$ cat src/cantmc_map.vh
// constants and contract of the transceiver mode control
//
// Contract
// - bus transmit happens only in normal mode; bus receive in normal and receive-only mode
// - receive-only mode: transmitter off, bus state still reported on receive
// - standby: no transmission and no normal reception
// - standby: only wake comparator active, mirrors bus for wake-up only
// - transmit input low drives dominant, high leaves bus recessive
// - transmit input pulled up: undriven input reads high, bus recessive
// - transmit low longer than about 3 ms forces driver recessive
// - receive output high for recessive bus, low for dominant bus
// - standby request and receive-only select open pins read high
// - standby high wins; low/high normal; both low receive-only
// - normal mode refused while transmit input is held low
// - standby: dominant longer than wake filter time pulls receive low
// - wake-up never leaves standby; controller must drop standby request
`ifndef CANTMC_MAP_VH
`define CANTMC_MAP_VH

`define CANTMC_CLK_HZ        40000000
`define CANTMC_DOM_TO_US     3000
`define CANTMC_DOM_TO_CYC    ((`CANTMC_DOM_TO_US * (`CANTMC_CLK_HZ / 1000)) / 1000)
`define CANTMC_WAKE_NS       1000
`define CANTMC_WAKE_CYC      ((`CANTMC_WAKE_NS + 24) / 25)
`define CANTMC_CNT_W         18

`define CANTMC_MODE_STANDBY  2'h0
`define CANTMC_MODE_NORMAL   2'h1
`define CANTMC_MODE_LISTEN   2'h2
`define CANTMC_MODE_RST      2'h0

`endif

$ cat src/cantmc_buf2.v
// two-entry buffer on the receive data path
`timescale 1ns/1ps
module cantmc_buf2 (
    // clock and reset
    input  wire clk_sys,
    input  wire reset_n,
    // fill side
    input  wire in_valid,
    output wire in_ready,
    input  wire in_data,
    // drain side
    output wire out_valid,
    input  wire out_ready,
    output wire out_data
);
    reg  [1:0] data_ff;
    reg  [1:0] cnt_ff;
    wire       push;
    wire       pop;

    assign in_ready  = (cnt_ff != 2'h2);
    assign out_valid = (cnt_ff != 2'h0);
    assign out_data  = data_ff[0];
    assign push      = in_valid & in_ready;
    assign pop       = out_valid & out_ready;

    always @(posedge clk_sys or negedge reset_n) begin
        if (!reset_n) begin
            data_ff <= 2'h3;
            cnt_ff  <= 2'h0;
        end else begin
            cnt_ff <= cnt_ff + {1'b0, push} - {1'b0, pop};
            if (pop) begin
                data_ff[0] <= (cnt_ff == 2'h2) ? data_ff[1] : in_data;
                if (push && cnt_ff == 2'h2)
                    data_ff[1] <= in_data;
            end else if (push) begin
                if (cnt_ff == 2'h0)
                    data_ff[0] <= in_data;
                else
                    data_ff[1] <= in_data;
            end
        end
    end
endmodule

$ cat src/cantmc_ctrl.v
// mode decode, transmit gating, time-out and wake logic of the transceiver
`timescale 1ns/1ps
`include "cantmc_map.vh"
module cantmc_ctrl (
    // clock and reset
    input  wire clk_sys,
    input  wire reset_n,
    // controller side pins; *_driven low models an open pin (pull-up)
    input  wire txd_in,
    input  wire txd_driven,
    input  wire standby_request,
    input  wire standby_driven,
    input  wire receive_only_select_n,
    input  wire rx_sel_driven,
    output wire rxd_out,
    // stall from controller side receive consumer
    input  wire rxd_ready,
    output wire rxd_valid,
    // bus side: comparators high when bus dominant, driver output and bias enable
    input  wire bus_dominant_hs,
    input  wire wake_comparator,
    output wire bus_drive_dominant,
    output wire bus_bias_on,
    // status
    output wire [1:0] mode,
    output wire timeout_active,
    output wire wake_pending
);
    reg  [1:0]               mode_ff;
    reg  [1:0]               nxt_mode;
    reg  [`CANTMC_CNT_W-1:0] dom_cnt_ff;
    reg                      tout_ff;
    reg  [5:0]               wake_cnt_ff;
    reg                      wake_ff;
    reg                      prev_dom_ff;
    reg                      drive_ff;
    reg                      rx_bit;
    reg                      rx_valid_c;
    wire                     txd_eff;
    wire                     sreq_eff;
    wire                     rxsel_eff;
    wire                     buf_in_ready;

    // undriven pins read high through the pull-ups
    assign txd_eff   = txd_driven ? txd_in : 1'b1;
    assign sreq_eff  = standby_driven ? standby_request : 1'b1;
    assign rxsel_eff = rx_sel_driven ? receive_only_select_n : 1'b1;

    // mode selection; wake alone never changes mode
    always @* begin
        nxt_mode = mode_ff;
        if (sreq_eff)
            nxt_mode = `CANTMC_MODE_STANDBY;
        else if (!rxsel_eff)
            nxt_mode = `CANTMC_MODE_LISTEN;
        else if (txd_eff)
            nxt_mode = `CANTMC_MODE_NORMAL;
        else if (mode_ff != `CANTMC_MODE_NORMAL)
            nxt_mode = mode_ff;
    end

    always @(posedge clk_sys or negedge reset_n) begin
        if (!reset_n)
            mode_ff <= `CANTMC_MODE_RST;
        else
            mode_ff <= nxt_mode;
    end

    // dominant time-out; released only when transmit input goes high
    always @(posedge clk_sys or negedge reset_n) begin
        if (!reset_n) begin
            dom_cnt_ff <= {`CANTMC_CNT_W{1'b0}};
            tout_ff    <= 1'b0;
        end else if (txd_eff) begin
            dom_cnt_ff <= {`CANTMC_CNT_W{1'b0}};
            tout_ff    <= 1'b0;
        end else if (dom_cnt_ff >= `CANTMC_DOM_TO_CYC) begin
            tout_ff    <= 1'b1;
        end else begin
            dom_cnt_ff <= dom_cnt_ff + 1'b1;
        end
    end

    // driver registered so the bus sees a clean level
    always @(posedge clk_sys or negedge reset_n) begin
        if (!reset_n)
            drive_ff <= 1'b0;
        else
            drive_ff <= (mode_ff == `CANTMC_MODE_NORMAL) &
                        !txd_eff & !tout_ff;
    end

    // wake filter: recessive then dominant longer than filter time
    always @(posedge clk_sys or negedge reset_n) begin
        if (!reset_n) begin
            wake_cnt_ff <= 6'h00;
            wake_ff     <= 1'b0;
            prev_dom_ff <= 1'b1;
        end else if (mode_ff != `CANTMC_MODE_STANDBY) begin
            wake_cnt_ff <= 6'h00;
            wake_ff     <= 1'b0;
            prev_dom_ff <= 1'b1;
        end else begin
            prev_dom_ff <= wake_comparator;
            if (!wake_comparator) begin
                wake_cnt_ff <= 6'h00;
                wake_ff     <= 1'b0;
            end else if (!prev_dom_ff || wake_cnt_ff != 6'h00) begin
                if (wake_cnt_ff >= `CANTMC_WAKE_CYC)
                    wake_ff <= 1'b1;
                else
                    wake_cnt_ff <= wake_cnt_ff + 6'h01;
            end
        end
    end

    // receive source per mode
    always @* begin
        rx_valid_c = 1'b1;
        case (mode_ff)
            `CANTMC_MODE_NORMAL: rx_bit = !bus_dominant_hs;
            `CANTMC_MODE_LISTEN: rx_bit = !bus_dominant_hs;
            `CANTMC_MODE_STANDBY: rx_bit = !wake_ff;
            default: begin
                rx_bit     = 1'b1;
                rx_valid_c = 1'b0;
            end
        endcase
    end

    // a stall downstream holds the first two samples; later ones are dropped while the buffer is full
    cantmc_buf2 u_rxbuf (
        .clk_sys   (clk_sys),
        .reset_n   (reset_n),
        .in_valid  (rx_valid_c),
        .in_ready  (buf_in_ready),
        .in_data   (rx_bit),
        .out_valid (rxd_valid),
        .out_ready (rxd_ready),
        .out_data  (rxd_out)
    );

    assign bus_drive_dominant = drive_ff;
    assign bus_bias_on        = (mode_ff != `CANTMC_MODE_STANDBY);
    assign mode               = mode_ff;
    assign timeout_active     = tout_ff;
    assign wake_pending       = wake_ff;
endmodule

$ cat config.mk
export PLATFORM = sky130hd
export DESIGN_NAME = cantmc_ctrl
export DESIGN_NICKNAME = d
export VERILOG_FILES = /design/src/cantmc_buf2.v /design/src/cantmc_ctrl.v
export VERILOG_INCLUDE_DIRS = /design/src
export SDC_FILE = /design/constraint.sdc
export NUM_CORES = 1
export LEC_CHECK = 0
export BUFFER_PORTS_ARGS = -buffer_cell sky130_fd_sc_hd__buf_2
export CORE_MARGIN = 2
export CORE_UTILIZATION = 50
export DETAILED_ROUTE_END_ITERATION = 7
export PLACE_DENSITY = 0.72
export SYNTH_ARGS = -nofsm -noshare
export SYNTH_HDL_FRONTEND = slang
export SYNTH_HIERARCHICAL = 1
export SYNTH_SLANG_ARGS = --single-unit
$ cat constraint.sdc
create_clock -name clk_sys -period 1.5 [get_ports clk_sys]
set_input_delay 0.225 -clock clk_sys [delete_from_list [all_inputs] [get_ports clk_sys]]
set_output_delay 0.225 -clock clk_sys [all_outputs]
set_load 0.01 [all_outputs]
==> impl_metrics.env <==
export IMPL_status="finished with violations"
export IMPL_violations="setup timing"
export IMPL_setup_worst_path_class="register to register"
export IMPL_wl_um=4670
export IMPL_setup_ws_ps=-100
export IMPL_fin_cells=317
export IMPL_antenna_left=0
export IMPL_die_w_um=67.4
export IMPL_synth_seq_area_share_pct=42.5
export IMPL_start_util_pct=51.0
export IMPL_worstHoldEndpoint="mode[1]"
export IMPL_ir_drop_mv=0.671
export IMPL_ys_async_sr_fraction_pct=100
export IMPL_rows=23
export IMPL_place_ws_ps=-50.2
export IMPL_crit_path_max_fanout=11
export IMPL_cp_arrival_ps=1810
export IMPL_grt_pass1_wl_um=7840
export IMPL_cap_violations=0
export IMPL_clk_latency_ps=280
export IMPL_min_period_ps=1600
export IMPL_period_share_pct=107
export IMPL_fin_nets=286
export IMPL_power_mw=2.38
export IMPL_clockBufferDepth=2
export IMPL_overflow=0
export IMPL_synth_edf_count=0
export IMPL_yosysWarnings=6
export IMPL_first_pass_iters=4
export IMPL_finalCoreUtilization_pct=67.2
export IMPL_first_global_vias=1681
export IMPL_reg2reg_slack_ps=-100
export IMPL_hp_class="primary input to register"
export IMPL_syn_inst=207
export IMPL_setup_viol=15
export IMPL_powerDensity_nw_per_um2=898
export IMPL_drtIter0Drc=92
export IMPL_fin_worst_skew_ps=7.22
export IMPL_final_fill_count=293
export IMPL_hold_viol=0
export IMPL_die_area_um2=4540
export IMPL_wl_per_cell_um=14.7
export IMPL_viasPerCell=5.73
export IMPL_final_cell_mix="buf_4, dfrtp_1, nand2_1"
export IMPL_portBuffers=18
export IMPL_grt_start_max_net_pins=15
export IMPL_hold_ws_ps=102
export IMPL_place_congestion=0.854
export IMPL_r2r_end="dom_cnt_ff[5]"
export IMPL_syn_area_per_cell_um2=9.71
export IMPL_crit_chain="a211oi_4 > o41ai_4 > buf_6 > a2111o_1 > o21ai_1"
export IMPL_placedCellCount=299
export IMPL_cts_root_buf="clkbuf_8"
export IMPL_synth_nets=227
export IMPL_htreeDepth=2
export IMPL_synth_top_area_share_pct=38.6
export IMPL_drc=0
export IMPL_maxSlewViolCount=0
export IMPL_synth_top_flop_cell="dfrtp_1"
export IMPL_worst_ep_required_time_ps=1710
export IMPL_design_area_um2=2650
export IMPL_critPathMaxStageDelay_ps=450
export IMPL_synth_largest_area_cell="dfrtp_1"
export IMPL_clock_sinks=34
export IMPL_cts_inserted_buffers=5
export IMPL_die_y_um=67.4
export IMPL_antenna_found_initial=0
export IMPL_min_path_cells=2
export IMPL_rsz0062_at_grt="yes"
export IMPL_syn_area_um2=2010
export IMPL_synthTopCellsByArea="dfrtp_1, ha_1, nand2_1"
export IMPL_crit_slowest_cell="dfrtp_2"
export IMPL_drive_gt1_share_pct=36.0
export IMPL_diodes=0
export IMPL_r2r_cells=5
export IMPL_area_growth_synth_to_final_pct=31.8
export IMPL_cts_tree="built"
export IMPL_synth_cell_types=50
export IMPL_vias=1815
export IMPL_leakage_nw=1.25
export IMPL_fin_setup_tns_ps=-843
export IMPL_worst_pin_slew_ps=338
export IMPL_place_area_um2=2370
export IMPL_setup_worst_path_end_class="register"
export IMPL_r2r_start="dom_cnt_ff[13]"
export IMPL_synth_seq_cells=34
export IMPL_max_freq_mhz=625
export IMPL_start_kind="register"
export IMPL_slew_headroom_pct=76.9
export IMPL_core_um2=3940
export IMPL_grt_util_all_layers_pct=22.7
export IMPL_num_io_pins=19
export IMPL_hold_start="standby_request"
export IMPL_mostFrequentLayoutCell="buf_4"
export IMPL_clkSlewWorstSetupHoldPaths_ps=70
export IMPL_dp_hpwl_um=3140
layout make-up:
class | count | area, µm² | share of cell area [%]
Clock buffer | 8 | 110 | 4.15
Multi-Input combinational cell | 151 | 1140 | 42.9
Sequential cell | 34 | 856 | 32.3
Tap cell | 50 | 62.6 | 2.36
Timing Repair Buffer | 62 | 438 | 16.5
Inverter | 12 | 47.5 | 1.79
power by group:
part	internal, mW	switching [mW]	leakage, nW
clock	0.464	0.330	0.0575
combinational	0.270	0.247	0.735
sequential	1.01	0.0625	0.455
total	1.74	0.640	1.25
synth_stat cells, types with 2 or more instances:
cell type / instances
dfrtp_1: 31
nand2_1: 22
a21oi_1: 16
inv_1: 12
nor2_1: 11
ha_1: 9
o21ai_1: 8
a2111o_1: 7
nand2b_1: 7
nand3_1: 7
mux2i_1: 6
clkbuf_1: 5
nand4_1: 5
nor3_1: 4
o21ai_0: 4
and3_1: 3
dfstp_2: 3
nor2b_1: 3
nor3b_1: 3
or4_1: 3
xnor2_1: 3
a211oi_2: 2
a31oi_1: 2
and2_1: 2
buf_6: 2
o211ai_1: 2
xor2_1: 2
cells by family after synthesis:
family          count (synthesis)  synth area share, %
xor+xnor                        5                 2.18
buf+inv                        22                 5.10
fa+ha+maj                       9                 5.60
simple gates                   77                 21.6
mux                             7                 3.55
flops                          34                 42.5
compound gates                 53                 19.5
routing by layer:
layer | part of all wire (%) | GRT usage [%] | up-vias
met2 | 49 | 35.6 | 44
met1 | 45 | 31.4 | 887
met5 | 0 | 0 | -
met3 | 3.8 | 4.33 | 11
li1 | - | - | 873
met4 | 1.8 | 8.16 | 0
worst max-delay path by stage:
stage / startpoint / to / slack (ps) / depth (start not counted)
global route: dom_cnt_ff[13] / dom_cnt_ff[10] / -170 / 5
floorplan: dom_cnt_ff[11] / dom_cnt_ff[5] / 3 / 6
finish: dom_cnt_ff[13] / dom_cnt_ff[5] / -100 / 5
global placement: dom_cnt_ff[11] / dom_cnt_ff[3] / 6 / 5
detailed placement: dom_cnt_ff[11] / dom_cnt_ff[8] / -50 / 5
CTS: dom_cnt_ff[17] / dom_cnt_ff[5] / -60 / 5
flip-flops by register name, summed over array words and instances (netlist names):
name	flops
prev_dom_ff	1
bus_drive_dominant	1
wake_pending	1
mode	2
dom_cnt_ff	18
u_rxbuf/cnt_ff	2
timeout_active	1
u_rxbuf/data_ff	2
wake_cnt_ff	6
timing repair:
action	CTS	global route
pin swaps	1	10
setup endpoints to repair	10	22
endpoints found under the hold margin	12	0
gates cloned	0	1
gates resized for setup	1	26
setup buffers	1	7
hold buffers	1	0
critical path: cells and delay by family (launching register included):
kind                   cells  cell delay [ps]
AOI/OAI and AO/OA          4              900
DFF                        1              450
buffers and inverters      1              170
Note: power is estimated with default switching activity, not from simulation.
